[config.mk]
export PLATFORM = sky130hd
export DESIGN_NAME = osp_output_sync
export DESIGN_NICKNAME = d
export VERILOG_FILES = /design/src/osp_pkg.sv /design/src/osp_output_sync.sv
export SDC_FILE = /design/constraint.sdc
export NUM_CORES = 1
export LEC_CHECK = 0
export BUFFER_PORTS_ARGS = -buffer_cell sky130_fd_sc_hd__clkbuf_2
export CAP_MARGIN = 20
export CORE_MARGIN = 3
export CORE_UTILIZATION = 43
export DETAILED_ROUTE_END_ITERATION = 6
export GPL_TIMING_DRIVEN = 0
export PLACE_DENSITY_LB_ADDON = 0.12
export SYNTH_ARGS = -nofsm -noshare
export SYNTH_HDL_FRONTEND = slang
export SYNTH_SLANG_ARGS = --single-unit
[constraint.sdc]
create_clock -name sys_clk_i -period 7 [get_ports sys_clk_i]
set_input_delay 0 -clock sys_clk_i [delete_from_list [all_inputs] [get_ports sys_clk_i]]
set_output_delay 0 -clock sys_clk_i [all_outputs]
set_load 0.03 [all_outputs]
[src/osp_pkg.sv]
package osp_pkg;
  // object dictionary subindices
  localparam logic [7:0]  SUB_COUNT   = 8'h00;
  localparam logic [7:0]  SUB_MODE    = 8'h01;
  localparam logic [7:0]  SUB_CYCLE   = 8'h02;
  localparam logic [7:0]  SUB_SHIFT   = 8'h03;
  localparam logic [7:0]  SUB_MODES   = 8'h04;
  localparam logic [7:0]  SUB_MINCYC  = 8'h05;
  localparam logic [7:0]  SUB_SPACING = 8'h06;
  localparam logic [7:0]  SUB_MEASURE = 8'h08;
  localparam logic [7:0]  SUB_MAXDLY  = 8'h09;
  localparam logic [7:0]  SUB_MISSED  = 8'h0b;
  localparam logic [7:0]  SUB_OVERRUN = 8'h0c;
  localparam logic [7:0]  SUB_SHORT   = 8'h0d;
  localparam logic [7:0]  SUB_SYNCERR = 8'h20;
  localparam logic [7:0]  ENTRY_COUNT = 8'h20;
  // sync modes
  localparam logic [15:0] MODE_FREE   = 16'h0000;
  localparam logic [15:0] MODE_SM2    = 16'h0001;
  localparam logic [15:0] MODE_SYNC0  = 16'h0002;
  localparam logic [15:0] MODE_SYNC1  = 16'h0003;
  // reset values
  localparam logic [31:0] CYCLE_RST   = 32'h000f4240;
  localparam logic [31:0] MINCYC_RST  = 32'h000186a0;
  localparam logic [31:0] ZERO_NS     = 32'h00000000;
  localparam logic [15:0] CNT_RST     = 16'h0000;
  localparam logic [15:0] CNT_MAX     = 16'hffff;
  // supported-modes mask layout
  localparam int          BIT_FREE    = 0;
  localparam int          BIT_SM2     = 1;
  localparam int          BIT_DC_LO   = 2;
  localparam int          BIT_SH_LO   = 4;
  localparam int          BIT_DYN     = 14;
  localparam logic [1:0]  DC_CODE     = 2'b01;
  localparam logic [1:0]  SHIFT_CODE  = 2'b10;
  // clock
  localparam int          CLK_PERIOD_NS = 10;
  localparam logic [31:0] CLK_STEP_NS   = 32'(CLK_PERIOD_NS);
  // error counter slots
  localparam int          CNT_MISSED  = 0;
  localparam int          CNT_OVERRUN = 1;
  localparam int          CNT_SHORT   = 2;
  localparam int          NUM_CNT     = 3;

  typedef struct packed {
    logic        sel;
    logic        wr;
    logic        rd;
    logic [7:0]  subidx;
    logic [31:0] wdata;
  } osp_od_req_t;

  typedef struct packed {
    logic        ack;
    logic        abort;
    logic [31:0] rdata;
  } osp_od_rsp_t;

  typedef enum logic [1:0] {
    ST_IDLE = 2'b01,
    ST_BUSY = 2'b10
  } osp_state_t;
endpackage

[src/osp_output_sync.sv]
// What this block does
// - sync mode word 0 free run, 1 sm2 event, 2 sync0, 3 sync1; resets free.
// - free run uses cycle time in ns as local timer period, default 1000000.
// - sm2 mode takes cycle time as master period; master sets it to match.
// - dc mode takes cycle time as sync0/sync1 pulse period.
// - read-only shift delay from sync0 to outputs, default zero.
// - read-only supported mask; bit0 free run, bit1 sm2; default one.
// - mask bits 2-3 = 01 dc capable, bits 4-5 = 10 sync1 shift.
// - mask bit 14 marks dynamic timing, measured on measurement subentry write.
// - read-only minimum cycle period, default 100000 ns.
// - read-only minimum sync0 to sync1 spacing in ns.
// - read-only delay from sync1 to outputs, default zero.
// - operational dc mode counts missed sm events, 16 bits from zero.
// - operational mode counts cycle overruns, 16 bits from zero.
// - dc mode counts sync0 to sync1 gaps shorter than required.
// - dc mode flag set on late output, cleared on good cycle.
`timescale 1ns/100ps
module osp_output_sync #(
  parameter logic        SUPPORT_SM2   = 1'b0,
  parameter logic        SUPPORT_DC    = 1'b0,
  parameter logic        SUPPORT_SHIFT = 1'b0,
  parameter logic        SUPPORT_DYN   = 1'b0,
  parameter logic [31:0] SHIFT_NS      = 32'h00000000,
  parameter logic [31:0] MINCYC_NS     = 32'h000186a0,
  parameter logic [31:0] SPACING_NS    = 32'h00000000,
  parameter logic [31:0] MAXDLY_NS     = 32'h00000000
) (
  input  wire logic                sys_clk_i,
  input  wire logic                rst_n_i,
  input  wire osp_pkg::osp_od_req_t od_req_i,
  output osp_pkg::osp_od_rsp_t     od_rsp_o,
  input  wire logic                op_state_i,
  input  wire logic                cycle_done_i,
  input  wire logic                sm2_event_i,
  input  wire logic                sync0_i,
  input  wire logic                sync1_i,
  output logic                     apply_o,
  output logic                     measure_o,
  output logic [15:0]              sync_mode_o,
  output logic [31:0]              cycle_period_o,
  output logic                     late_output_o
);

  logic [2:0]          pin_meta;
  logic [2:0]          pin_sync;
  logic [2:0]          pin_prev;
  logic [15:0]         sync_mode;
  logic [31:0]         cycle_period;
  logic [31:0]         ns_cnt;
  logic [31:0]         gap_ns;
  logic                sm2_seen;
  logic                late;
  osp_pkg::osp_state_t state;
  logic [15:0]         err_cnt [osp_pkg::NUM_CNT];
  logic [osp_pkg::NUM_CNT-1:0] err_inc;

  // pin synchronisers: sm2, sync0, sync1
  always_ff @(posedge sys_clk_i or negedge rst_n_i) begin
    if (!rst_n_i) begin
      pin_meta <= 3'h0;
      pin_sync <= 3'h0;
      pin_prev <= 3'h0;
    end else begin
      pin_meta <= {sync1_i, sync0_i, sm2_event_i};
      pin_sync <= pin_meta;
      pin_prev <= pin_sync;
    end
  end

  wire sm2_edge = pin_sync[0] & ~pin_prev[0];
  wire s0_edge  = pin_sync[1] & ~pin_prev[1];
  wire s1_edge  = pin_sync[2] & ~pin_prev[2];

  // mode decode
  wire mode_free  = (sync_mode == osp_pkg::MODE_FREE);
  wire mode_sm2   = (sync_mode == osp_pkg::MODE_SM2);
  wire mode_sync0 = (sync_mode == osp_pkg::MODE_SYNC0);
  wire mode_sync1 = (sync_mode == osp_pkg::MODE_SYNC1);
  wire mode_dc    = mode_sync0 | mode_sync1;

  // supported-modes mask
  wire [15:0] modes_mask = (16'h0001 << osp_pkg::BIT_FREE)
    | (16'(SUPPORT_SM2) << osp_pkg::BIT_SM2)
    | (SUPPORT_DC ? (16'(osp_pkg::DC_CODE) << osp_pkg::BIT_DC_LO)
                  : 16'h0000)
    | (SUPPORT_SHIFT ? (16'(osp_pkg::SHIFT_CODE) << osp_pkg::BIT_SH_LO)
                     : 16'h0000)
    | (16'(SUPPORT_DYN) << osp_pkg::BIT_DYN);

  // local timer in ns
  wire [32:0] ns_sum  = {1'b0, ns_cnt} + {1'b0, osp_pkg::CLK_STEP_NS};
  wire        tick    = mode_free & (ns_sum >= {1'b0, cycle_period});
  wire [32:0] gap_sum = {1'b0, gap_ns} + {1'b0, osp_pkg::CLK_STEP_NS};

  // cycle start per mode
  wire apply_evt = (tick)
                 | (mode_sm2 & sm2_edge)
                 | (mode_sync0 & s0_edge)
                 | (mode_sync1 & s1_edge);

  wire busy     = (state == osp_pkg::ST_BUSY);
  wire overrun  = op_state_i & apply_evt & busy & ~cycle_done_i;
  wire missed   = op_state_i & mode_dc & s0_edge & ~sm2_seen & ~sm2_edge;
  wire short_gp = mode_dc & s1_edge & (gap_ns < SPACING_NS);

  assign err_inc[osp_pkg::CNT_MISSED]  = missed;
  assign err_inc[osp_pkg::CNT_OVERRUN] = overrun;
  assign err_inc[osp_pkg::CNT_SHORT]   = short_gp;

  // access decode
  wire req_go  = od_req_i.sel & (od_req_i.wr | od_req_i.rd);
  wire wr_go   = od_req_i.sel & od_req_i.wr;
  wire [15:0] wr_mode = od_req_i.wdata[15:0];
  wire mode_ok = (wr_mode == osp_pkg::MODE_FREE)
               | ((wr_mode == osp_pkg::MODE_SM2) & SUPPORT_SM2)
               | (((wr_mode == osp_pkg::MODE_SYNC0)
                 | (wr_mode == osp_pkg::MODE_SYNC1)) & SUPPORT_DC);
  wire cyc_ok  = (od_req_i.wdata >= MINCYC_NS);
  wire wr_mode_go  = wr_go & (od_req_i.subidx == osp_pkg::SUB_MODE)
                   & mode_ok;
  wire wr_cycle_go = wr_go & (od_req_i.subidx == osp_pkg::SUB_CYCLE)
                   & cyc_ok;
  wire wr_meas_go  = wr_go & (od_req_i.subidx == osp_pkg::SUB_MEASURE)
                   & SUPPORT_DYN;

  logic [31:0] rd_val;
  logic        rd_hit;
  always_comb begin
    rd_val = osp_pkg::ZERO_NS;
    rd_hit = 1'b1;
    case (od_req_i.subidx)
      osp_pkg::SUB_COUNT:   rd_val = 32'(osp_pkg::ENTRY_COUNT);
      osp_pkg::SUB_MODE:    rd_val = 32'(sync_mode);
      osp_pkg::SUB_CYCLE:   rd_val = cycle_period;
      osp_pkg::SUB_SHIFT:   rd_val = SHIFT_NS;
      osp_pkg::SUB_MODES:   rd_val = 32'(modes_mask);
      osp_pkg::SUB_MINCYC:  rd_val = MINCYC_NS;
      osp_pkg::SUB_SPACING: rd_val = SPACING_NS;
      osp_pkg::SUB_MEASURE: rd_hit = SUPPORT_DYN;
      osp_pkg::SUB_MAXDLY:  rd_val = MAXDLY_NS;
      osp_pkg::SUB_MISSED:  rd_val = 32'(err_cnt[osp_pkg::CNT_MISSED]);
      osp_pkg::SUB_OVERRUN: rd_val = 32'(err_cnt[osp_pkg::CNT_OVERRUN]);
      osp_pkg::SUB_SHORT:   rd_val = 32'(err_cnt[osp_pkg::CNT_SHORT]);
      osp_pkg::SUB_SYNCERR: rd_val = 32'(late);
      default:              rd_hit = 1'b0;
    endcase
  end

  // writes to read-only entries are acked and dropped
  wire bad_wr = wr_go & (((od_req_i.subidx == osp_pkg::SUB_MODE) & ~mode_ok)
              | ((od_req_i.subidx == osp_pkg::SUB_CYCLE) & ~cyc_ok));
  wire abort  = req_go & (~rd_hit | bad_wr);

  // writable entries
  always_ff @(posedge sys_clk_i or negedge rst_n_i) begin
    if (!rst_n_i) begin
      sync_mode    <= osp_pkg::MODE_FREE;
      cycle_period <= osp_pkg::CYCLE_RST;
    end else begin
      if (wr_mode_go)
        sync_mode <= wr_mode;
      if (wr_cycle_go)
        cycle_period <= od_req_i.wdata;
    end
  end

  // access answer
  always_ff @(posedge sys_clk_i or negedge rst_n_i) begin
    if (!rst_n_i) begin
      od_rsp_o  <= '0;
      measure_o <= 1'b0;
    end else begin
      od_rsp_o.ack   <= req_go;
      od_rsp_o.abort <= abort;
      od_rsp_o.rdata <= (req_go & od_req_i.rd & rd_hit) ? rd_val
                                                         : osp_pkg::ZERO_NS;
      measure_o      <= wr_meas_go;
    end
  end

  // timers
  always_ff @(posedge sys_clk_i or negedge rst_n_i) begin
    if (!rst_n_i) begin
      ns_cnt <= osp_pkg::ZERO_NS;
      gap_ns <= osp_pkg::ZERO_NS;
    end else begin
      ns_cnt <= (tick | ~mode_free) ? osp_pkg::ZERO_NS : ns_sum[31:0];
      if (s0_edge)
        gap_ns <= osp_pkg::ZERO_NS;
      else if (!gap_sum[32])
        gap_ns <= gap_sum[31:0];
    end
  end

  // cycle tracking
  always_ff @(posedge sys_clk_i or negedge rst_n_i) begin
    if (!rst_n_i) begin
      state    <= osp_pkg::ST_IDLE;
      sm2_seen <= 1'b0;
      late     <= 1'b0;
      apply_o  <= 1'b0;
    end else begin
      apply_o  <= apply_evt;
      sm2_seen <= sm2_edge | (sm2_seen & ~s0_edge);
      if (mode_dc & apply_evt)
        late <= busy & ~cycle_done_i;
      case (state)
        osp_pkg::ST_IDLE: if (apply_evt) state <= osp_pkg::ST_BUSY;
        osp_pkg::ST_BUSY: if (cycle_done_i & ~apply_evt)
                            state <= osp_pkg::ST_IDLE;
        default:          state <= osp_pkg::ST_IDLE;
      endcase
    end
  end

  // saturating error counters
  for (genvar i = 0; i < osp_pkg::NUM_CNT; i++) begin : g_cnt
    always_ff @(posedge sys_clk_i or negedge rst_n_i) begin
      if (!rst_n_i)
        err_cnt[i] <= osp_pkg::CNT_RST;
      else if (err_inc[i] && err_cnt[i] != osp_pkg::CNT_MAX)
        err_cnt[i] <= err_cnt[i] + 16'h0001;
    end
  end

  assign sync_mode_o    = sync_mode;
  assign cycle_period_o = cycle_period;
  assign late_output_o  = late;

  property p_mode_keep;
    @(posedge sys_clk_i) disable iff (!rst_n_i)
      (wr_go && od_req_i.subidx == osp_pkg::SUB_MODE && !mode_ok)
      |=> $stable(sync_mode);
  endproperty
  a_mode_keep: assert property (p_mode_keep)
    else $error("unsupported mode was taken");

  property p_free_apply;
    @(posedge sys_clk_i) disable iff (!rst_n_i)
      (mode_free && ns_sum >= {1'b0, cycle_period}) |=> apply_o && ns_cnt == 0;
  endproperty
  a_free_apply: assert property (p_free_apply)
    else $error("free run timer did not expire at period");

  property p_sm2_apply;
    @(posedge sys_clk_i) disable iff (!rst_n_i)
      (mode_sm2 && pin_sync[0] && !pin_prev[0]) |=> apply_o;
  endproperty
  a_sm2_apply: assert property (p_sm2_apply)
    else $error("sm2 event did not apply outputs");

  property p_dc_apply;
    @(posedge sys_clk_i) disable iff (!rst_n_i)
      (mode_sync1 && $rose(pin_sync[2])) |=> apply_o;
  endproperty
  a_dc_apply: assert property (p_dc_apply)
    else $error("sync1 pulse did not apply outputs");

  property p_rd_mask;
    @(posedge sys_clk_i) disable iff (!rst_n_i)
      (od_req_i.sel && od_req_i.rd && od_req_i.subidx == osp_pkg::SUB_MODES)
      |=> od_rsp_o.ack && od_rsp_o.rdata[osp_pkg::BIT_FREE]
          && od_rsp_o.rdata[osp_pkg::BIT_SM2] == SUPPORT_SM2;
  endproperty
  a_rd_mask: assert property (p_rd_mask)
    else $error("supported mask read wrong");

  property p_rd_mincyc;
    @(posedge sys_clk_i) disable iff (!rst_n_i)
      (od_req_i.sel && od_req_i.rd && od_req_i.subidx == osp_pkg::SUB_MINCYC)
      |=> od_rsp_o.rdata == MINCYC_NS;
  endproperty
  a_rd_mincyc: assert property (p_rd_mincyc)
    else $error("minimum cycle read wrong");

  property p_missed;
    @(posedge sys_clk_i) disable iff (!rst_n_i)
      (missed && err_cnt[osp_pkg::CNT_MISSED] != osp_pkg::CNT_MAX)
      |=> err_cnt[osp_pkg::CNT_MISSED]
          == $past(err_cnt[osp_pkg::CNT_MISSED]) + 16'h0001;
  endproperty
  a_missed: assert property (p_missed)
    else $error("missed event not counted");

  property p_overrun_op;
    @(posedge sys_clk_i) disable iff (!rst_n_i)
      !op_state_i |=> $stable(err_cnt[osp_pkg::CNT_OVERRUN]);
  endproperty
  a_overrun_op: assert property (p_overrun_op)
    else $error("overrun counted outside operational");

  property p_short;
    @(posedge sys_clk_i) disable iff (!rst_n_i)
      !mode_dc |=> $stable(err_cnt[osp_pkg::CNT_SHORT]);
  endproperty
  a_short: assert property (p_short)
    else $error("short gap counted outside dc mode");

  property p_late;
    @(posedge sys_clk_i) disable iff (!rst_n_i)
      (mode_dc && apply_evt && !busy) |=> !late_output_o;
  endproperty
  a_late: assert property (p_late)
    else $error("sync error not cleared on good cycle");

  property p_sat;
    @(posedge sys_clk_i) disable iff (!rst_n_i)
      (err_cnt[osp_pkg::CNT_OVERRUN] == osp_pkg::CNT_MAX)
      |=> err_cnt[osp_pkg::CNT_OVERRUN] == osp_pkg::CNT_MAX;
  endproperty
  a_sat: assert property (p_sat)
    else $error("error counter wrapped");

endmodule

== Word level (Yosys, flattened, before mapping) ==
Cells that the tools add are included.

* Register bits: 208
* Output and inout bits: 85

* Eq/ne operators: 22
* $lt $le $gt $ge: 3
* Add/sub/neg operators: 5
* Bitwise logic cells: 53
* Reduce and logical (&&, ||, !) cells: 8
* Mux-type cells: 9

{| class="wikitable"
|+ Operators by type and width
! kind !! count
|-
| case mux 32 bit (9 select lines) || 1
|-
| 2-to-1 mux 32 bit || 4
|-
| adder 32 x 4 -> 33 bit (second input constant) || 2
|-
| adder 16 x 1 -> 16 bit (second input constant) || 3
|-
| != test 16 bit (second input constant) || 3
|-
| greater-or-equal comparator 33 x 32 -> 1 bit || 1
|-
| AND 1 bit || 32
|-
| == test 16 x 2 -> 1 bit (second input constant) || 2
|-
| == test 8 x 4 -> 1 bit (second input constant) || 4
|-
| greater-or-equal comparator 32 x 17 -> 1 bit (second input constant) || 1
|-
| logical NOT 16 bit || 2
|-
| less-than comparator 32 x 1 -> 1 bit (second input constant) || 1
|-
| == test 8 x 3 -> 1 bit (second input constant) || 3
|-
| == test 16 x 1 -> 1 bit (second input constant) || 1
|-
| == test 8 x 2 -> 1 bit (second input constant) || 2
|-
| NOT 1 bit || 12
|-
| OR reduction 12 bit || 1
|-
| OR 1 bit || 9
|-
| == test 8 x 1 -> 1 bit (second input constant) || 1
|-
| == test 8 x 6 -> 1 bit (second input constant) || 1
|-
| logical NOT 8 bit || 1
|-
| 2-to-1 mux 2 bit || 2
|-
| != test 2 bit (second input constant) || 2
|-
| case mux 2 bit (2 select lines) || 1
|-
| 6 further kinds || 8
|}

== Depth between registers and ports, before layout ==
Gate-level depths: netlist of the first run.

* Word-level depth: 10
* Mapped depth: 16

== Worst setup path after synthesis of the first run ==
No wires, ideal clock.

* Path type: flip-flop to flip-flop
* From: register ns_cnt[1]
* To: register err_cnt[20] in the netlist's numbering
* Buffers on the path: 1
* Period minus slack after synthesis: 3.589 ns
* Stages on the path, launching flop included: 17
* Slack: 3.411 ns
* Setup time: 0.128 ns
* Arrival: 3.461 ns
* Required time: 6.872 ns
* Cells stage by stage: dfrtp_1 > ha_1 > o2111ai_1 > nor3_1 > nand2_1 > nor3_1 > nand3_1 > xnor2_1 > ha_1 > and4_1 > and2_1 > a221oi_1 > nor2_1 > nand3_1 > clkbuf_1 > a21oi_1 > xor2_1

* Word-level cells in the longest chain between the ends: 10

{| class="wikitable"
|+ RTL lines
! element !! RTL line !! text
|-
| start: declaration || osp_output_sync.sv:49 || <nowiki>logic [31:0] ns_cnt;</nowiki>
|-
| start signal: assignment || osp_output_sync.sv:184 || <nowiki>ns_cnt <= osp_pkg::ZERO_NS;</nowiki>
|-
| start signal: assignment || osp_output_sync.sv:187 || <nowiki>ns_cnt <= (tick | ~mode_free) ? osp_pkg::ZERO_NS : ns_sum[31:0];</nowiki>
|-
| adder 32 x 4 -> 33 bit || osp_output_sync.sv:91 || <nowiki>wire [32:0] ns_sum = {1'b0, ns_cnt} + {1'b0, osp_pkg::CLK_STEP_NS};</nowiki>
|-
| greater-or-equal comparator 33 x 32 -> 1 bit || osp_output_sync.sv:92 || <nowiki>wire tick = mode_free & (ns_sum >= {1'b0, cycle_period});</nowiki>
|-
| AND 1 bit || osp_output_sync.sv:92 ||
|-
| OR 1 bit || osp_output_sync.sv:97 || <nowiki>| (mode_sm2 & sm2_edge)</nowiki>
|-
| OR 1 bit || osp_output_sync.sv:98 || <nowiki>| (mode_sync0 & s0_edge)</nowiki>
|-
| OR 1 bit || osp_output_sync.sv:99 || <nowiki>| (mode_sync1 & s1_edge);</nowiki>
|-
| AND 1 bit (3 in a row) || osp_output_sync.sv:102 || <nowiki>wire overrun = op_state_i & apply_evt & busy & ~cycle_done_i;</nowiki>
|-
| logical AND 1 bit || osp_output_sync.sv:221 || <nowiki>else if (err_inc[i] && err_cnt[i] != osp_pkg::CNT_MAX)</nowiki>
|-
| end signal: indexed assignment || osp_output_sync.sv:220 || <nowiki>err_cnt[i] <= osp_pkg::CNT_RST;</nowiki>
|-
| end signal: indexed assignment || osp_output_sync.sv:222 || <nowiki>err_cnt[i] <= err_cnt[i] + 16'h0001;</nowiki>
|-
| end: declaration || osp_output_sync.sv:54 || <nowiki>logic [15:0] err_cnt [osp_pkg::NUM_CNT];</nowiki>
|}

No other way between the ends.
A chain may end at the register's enable or synchronous reset.

== Final worst setup path of the first run ==
* From: register ns_cnt[1]
* To: register ns_cnt[23]

* Word-level cells in the longest chain between the ends: 5

{| class="wikitable"
|+ RTL lines
! element !! RTL line
|-
| adder 32 x 4 -> 33 bit * || osp_output_sync.sv:91
|-
| greater-or-equal comparator 33 x 32 -> 1 bit || osp_output_sync.sv:92
|-
| AND 1 bit || osp_output_sync.sv:92
|-
| OR 1 bit || osp_output_sync.sv:187
|-
| 2-to-1 mux 32 bit * || osp_output_sync.sv:187
|}

Every way passes the cells marked *; elsewhere a longest branch is shown, timed or not.

==> results of run 1 <==
metrics by stage:
| step | power, W | std cells | setup slack [ns] |
|---|---|---|---|
| after detailed placement | 0.00138 | 1072 | 2.23 |
| after global routing | 0.00244 | 1146 | 1.74 |
| after CTS | 0.00234 | 1146 | 2.21 |
| after global placement | 0.00137 | 1071 | 2.27 |
| after floorplan | 0.00124 | 718 | 3.41 |
| final | 0.00233 | 1146 | 2.10 |
cells in the final DEF (no fill, tap or decap), drive strengths merged, types with 2 or more instances in the layout:
master | netlist | routed
a221oi | 7 | 7
and3 | 33 | 33
a21oi | 48 | 48
mux2 | 36 | 36
dfrtp | 151 | 151
a21boi | 2 | 2
nand3b | 3 | 3
o21a | 2 | 2
a21o | 4 | 4
dlygate4sd3 | 0 | 42
a22o | 2 | 2
ha | 34 | 34
inv | 39 | 47
xnor2 | 25 | 25
and2 | 18 | 18
o211ai | 3 | 3
a22oi | 5 | 5
a31oi | 2 | 2
nand2 | 53 | 53
clkbuf | 22 | 167
nor2b | 30 | 30
buf | 2 | 3
o21ai | 9 | 9
dfstp | 8 | 8
xor2 | 33 | 33
and4 | 6 | 6
a222oi | 11 | 11
nand3 | 28 | 28
clkinv | 0 | 5
nand4 | 24 | 24
nor2 | 29 | 29
nor4 | 16 | 16
a211oi | 3 | 3
nor3 | 16 | 16
area by class of cell:
type / count / area [um^2] / share of cell area (%)
Sequential cell: 159 / 3990 / 40.9
Multi-Input combinational cell: 496 / 3540 / 36.3
Timing Repair Buffer: 171 / 1100 / 11.3
Clock buffer: 17 / 425 / 4.36
Tap cell: 225 / 282 / 2.89
Clock inverter: 15 / 173 / 1.77
Inverter: 39 / 146 / 1.50
Buffer: 24 / 95.1 / 0.975
worst max-delay path, delay by kind of cell, from the launching register on:
family	cells	cell delay [ns]
simple gates	9	2.64
fa+ha+maj	2	0.49
compound gates	3	1.08
xor+xnor	1	0.20
flops	1	0.39
kinds of logic after synthesis:
kind of cell,synth area share (%)
muxes,5.21
adders and majority gates,5.47
other,0.0482
AOI/OAI and AO/OA,9.40
and+or+nand+nor,18.9
buffers and inverters,3.11
xor gates and xnor gates,6.53
DFF,51.3
final timing paths:
check                                endpoint  cells past startpoint
setup / recovery                   ns_cnt[23]                     15
setup reg to reg                   ns_cnt[23]                     15
max in group asynchronous  cycle_period_o[19]                      3
hold / removal                   od_rsp_o[24]                      2
min in group sys_clk_i            err_cnt[32]                      5
hold reg to reg                   pin_sync[2]                      0
power breakdown:
part / switching [W] / internal (W) / total (W)
registers: 0.0000355 / 0.000960 / 0.000995
logic: 0.000262 / 0.000139 / 0.000401
clock network: 0.000427 / 0.000510 / 0.000937
total: 0.000724 / 0.00161 / 0.00233
state kept, by name, summed over array words and instances, names as in the netlist:
signal          count
pin_meta            3
late_output_o       1
apply_o             1
cycle_period_o     32
pin_prev            3
sync_mode_o        16
err_cnt            32
sm2_seen            1
od_rsp_o           34
pin_sync            3
state               2
ns_cnt             31
metal layers:
metal  share of wire, %  up-vias
met3                4.7       28
met5                  0        -
met2                 52      191
met1                 41     3194
met4                1.9        0
li1                   -     2942
==> flow_summary.json, run 1 <==
{
  "setup_viol": 0,
  "finalNetCount": 992,
  "tightest_slew_ns": 0.819,
  "grt_util_met2_pct": 40.5,
  "whs_ns": 0.112,
  "min_period_ns": 4.90,
  "cp.arrival_ns": 5.24,
  "initial_utilization_pct": 44.5,
  "clk_latency_ns": 0.43,
  "grt_pass1_vias": 6491,
  "dp.final_hpwl_um": 16200,
  "clock-root-buffer": "clkbuf_16",
  "syn2layout_area_growth_pct": 25.4,
  "cp_cell_sequence": "ha_1, o2111ai_1, nor3_1, nand2_1, nor3_1, nand3_1, xnor2_1, ha_1, and4_1, and2_1, a221oi_1, nor2_1, a21oi_1, nand2_1, nor2b_1",
  "wl_per_cell_um": 19.1,
  "first_iter_violations": 446,
  "netlist_top_cells_area": "dfrtp_1 49%, ha_1 5.5%, mux2_2 5.2%",
  "grt_pass1_wl_um": 34900,
  "synthCells": 718,
  "drt-pass1-iter-count": 5,
  "slew_headroom_pct": 45.2,
  "synth_ff_type": "dfrtp_1",
  "max_stage_delay_ns": 0.59,
  "finish.utilization_pct": 55.8,
  "synth_area_mm2": 0.00777,
  "yosysSeqAreaShare_pct": 51.3,
  "crit_slowest_cell": "a21oi_1",
  "grt_use_met1_pct": 27.6,
  "p_per_area_mw_per_mm2": 239,
  "grt_max_degree": 94,
  "p_leak_nw": 4.80,
  "reg2reg_from": "ns_cnt[1]",
  "clkTransAtPathRegs_ns": 0.07,
  "netlist_top_cells_count": "151 x dfrtp_1, 53 x nand2_1, 48 x a21oi_1",
  "synthesis.nets": 802,
  "start_kind": "register",
  "antenna_cells": 0,
  "ctsResizeCount": 0,
  "maxSlewViolCount": 0,
  "gp_congestion": 0.883,
  "portBuffers": 128,
  "max_freq_mhz": 204,
  "yosysMostFrequentCell": "dfrtp_1",
  "cts_made_buffers": 17,
  "yosys.area.top_type": "dfrtp_1",
  "period_share_pct": 70.0,
  "worstSetupPathType": "register to register",
  "top_usage_layer": "met2",
  "status": "finished clean",
  "reg2reg_slack_ns": 2.10,
  "ys_ff_latch": 159,
  "die_x_um": 140,
  "track_usage_pct": 22.6,
  "drv_cap": 0,
  "synthDistinctLibCells": 51,
  "h-tree-depth": 4,
  "grtUsageMet3_pct": 4.37,
  "clockBufferDepth": 2,
  "cts_tree": "yes",
  "synthArstFlopShare_pct": 100,
  "synth_edf_count": 0,
  "antenna_left": 0,
  "fp.dieArea_mm2": 0.0197,
  "fp.dieH_um": 140,
  "antenna_found_initial": 0,
  "cts.sinks": 159,
  "cp.required_ns": 7.34,
  "fill_cells": 1509,
  "vdd_drop_max_mv": 0.185,
  "hold_path.class": "primary input to asynchronous set/reset pin",
  "drt_wl_total_um": 21900,
  "synth_area_per_cell_um2": 10.8,
  "skew_ns": 0.00991,
  "grt_remaining_overflow": 0,
  "vias": 6355,
  "rsz0062_at_grt": "no",
  "ios": 135,
  "post-cts-setup-buffers": 0,
  "drive_gt1_share_pct": 24.0,
  "postLayoutCellArea_mm2": 0.00975,
  "synth.top_cell.area_share_pct": 48.6,
  "placed_area_mm2": 0.00873,
  "tns_ns": 0,
  "worstSetupEndpointType": "register",
  "crit_fanout": 9,
  "synth_warnings": 0,
  "via_per_inst": 5.55,
  "final-hold-violation-count": 0,
  "design.core.area_mm2": 0.0175,
  "startpoint": "ns_cnt[1]",
  "rows": 48,
  "drc": 0,
  "postCtsHoldBufs": 42
}
(Power assumes the default switching activity.)
==> run 2: changes to the inputs <==
- clock period: 7 -> 3.9 ns (I/O delays scaled with it)
==> flow_summary.json, run 2 (same netlist as run 1, synthesis figures left out) <==
{
  "cp.required_ns": 4.22,
  "maxSlewViolCount": 0,
  "first_iter_violations": 472,
  "via_per_inst": 5.50,
  "max_stage_delay_ns": 0.41,
  "crit_fanout": 7,
  "wl_met3_um": 1030,
  "wl_met2_um": 11700,
  "ios": 135,
  "final-hold-violation-count": 0,
  "top_layer_used": "met4",
  "reg2reg_from": "ns_cnt[1]",
  "grt_max_degree": 94,
  "worstReg2RegEnd": "state[1]",
  "worstSetupPathType": "register to register",
  "status": "finished clean",
  "syn2layout_area_growth_pct": 28.0,
  "min_period_ns": 3.75,
  "wl_met1_um": 9080,
  "antenna_cells": 0,
  "grt_pass1_wl_um": 35100,
  "stdcell_count": 1153,
  "dp.final_hpwl_um": 16200,
  "fp.dieArea_mm2": 0.0197,
  "cts_tree": "yes",
  "grt_pass1_vias": 6526,
  "worstSetupEndpointType": "register",
  "vias": 6346,
  "finalPower_w": 0.00439,
  "final_common_cell": "dfrtp_1",
  "final_cell_mix": "150 x dfrtp_1, 127 x clkbuf_2, 51 x nand2_1, 47 x a21oi_1, 42 x dlygate4sd3_1",
  "crit_family": "simple AND/OR/NAND/NOR gates",
  "setup_viol": 0,
  "drive_gt1_share_pct": 26.9,
  "largest_register_ffs": 34,
  "portBuffers": 128,
  "cts_made_buffers": 17,
  "hold_path.class": "primary input to asynchronous set/reset pin",
  "cp.arrival_ns": 4.07,
  "grt_remaining_overflow": 0,
  "initial_utilization_pct": 44.5,
  "max_freq_mhz": 266,
  "reg2reg_slack_ns": 0.15,
  "period_share_pct": 96.2,
  "finalNetCount": 999,
  "crit_slowest_cell": "dfrtp_1",
  "slew_headroom_pct": 33.9,
  "gp_congestion": 0.883,
  "wl_per_cell_um": 19.3,
  "drv_cap": 0,
  "r2r_cells": 15,
  "tightest_slew_ns": 0.984,
  "drt-pass1-iter-count": 6,
  "fill_cells": 1497,
  "dp.cells": 1072,
  "p_leak_nw": 4.90,
  "fp.dieH_um": 140,
  "regMostFlops": "od_rsp_o",
  "critPathBufInv": 1,
  "vdd_drop_max_mv": 0.380,
  "track_usage_pct": 22.7,
  "start_kind": "register",
  "clk_latency_ns": 0.43,
  "clock-root-buffer": "clkbuf_16",
  "skew_ns": 0.00833,
  "p_per_area_mw_per_mm2": 441,
  "drt_wl_total_um": 22300,
  "drc": 0,
  "cp_cell_sequence": "ha_2, o2111ai_2, nor3_4, nand2_2, nor2_2, and3_1, xor2_2, ha_1, and4_1, a222oi_1, nand3_2, a21oi_4, buf_12, o211ai_1, a22o_1",
  "antenna_left": 0,
  "cts.sinks": 159,
  "clockBufferDepth": 2,
  "clkTransAtPathRegs_ns": 0.07,
  "die_x_um": 140,
  "rows": 48,
  "antenna_found_initial": 0,
  "h-tree-depth": 4,
  "design.core.area_mm2": 0.0175
}
run 2: cell count changes in the layout (fill, tap and decap cells not counted), moves of 2 or more:
cell	previous run	this run
nor3_4	0	2
clkbuf_4	0	2
clkbuf_1	22	19
nor2_1	29	27
nand3_2	0	3
o21ai_1	0	2
nand2_1	53	51
buf_4	1	8
o21ai_0	9	6
nor3_1	10	7
nand3_1	28	25
run 2: power breakdown:
group          switching, W  internal, W
Sequential        0.0000689      0.00172
Clock              0.000771     0.000916
Combinational      0.000529     0.000378
run 2: worst max-delay path by stage:
stage | start | slack (ns) | depth (start not counted) | end
after global placement | ns_cnt[1] | -0.83 | 15 | ns_cnt[22]
after global routing | ns_cnt[1] | -0.02 | 16 | err_cnt[17]
after CTS | ns_cnt[1] | 0.009 | 15 | err_cnt[21]
final | ns_cnt[1] | 0.15 | 15 | state[1]
after floorplan | ns_cnt[1] | 0.31 | 16 | err_cnt[20]
after detailed placement | ns_cnt[1] | -0.87 | 15 | ns_cnt[23]
run 2: per-stage QoR:
stage / utilization, % / area, um^2 / setup WS (ns) / TNS (ns) / hold WS (ns)
after floorplan: - / 7770 / 0.311 / 0 / -0.296
after global placement: 49.8 / 8700 / -0.833 / -34.04 / 0.108
after detailed placement: 50.0 / 8730 / -0.870 / -34.68 / 0.0255
after CTS: 56.2 / 9820 / 0.00938 / 0 / 0.107
after global routing: 57.0 / 9960 / -0.0153 / -0.0263 / 0.132
final: 57.0 / 9960 / 0.147 / 0 / 0.119
run 2: cell type report:
type / instances / area, um^2 / share of cell area [%]
flip-flops and latches: 159 / 3990 / 40.1
multi-input cells: 496 / 3660 / 36.8
repair buffers: 178 / 1160 / 11.7
clock buffers: 17 / 425 / 4.27
well taps: 225 / 282 / 2.83
clock inverters: 15 / 173 / 1.73
inverters: 39 / 146 / 1.47
plain buffers: 24 / 113 / 1.13
run 2: per-layer routing:
layer	vias to the layer above	GRT usage, %
met1	3192	27.6
li1	2955	-
met2	171	41.0
met5	-	0
met3	28	4.44
met4	0	6.43
run 2: worst reg2reg max path: cells and delay by family (launching register included):
family          cells  cell delay [ns]
fa+ha+maj           2             0.51
buf+inv             1             0.15
compound gates      5             1.15
simple gates        6             1.25
flops               1             0.41
xor+xnor            1             0.18
run 2: repair_timing:
item | 4_1_cts | 5_1_grt
pin swaps | 4 | 8
gates cloned | 0 | 0
setup buffers | 3 | 4
hold endpoints to repair | 106 | 0
resized for setup | 13 | 28
hold buffers | 42 | 0
endpoints found under the setup margin | 50 | 49
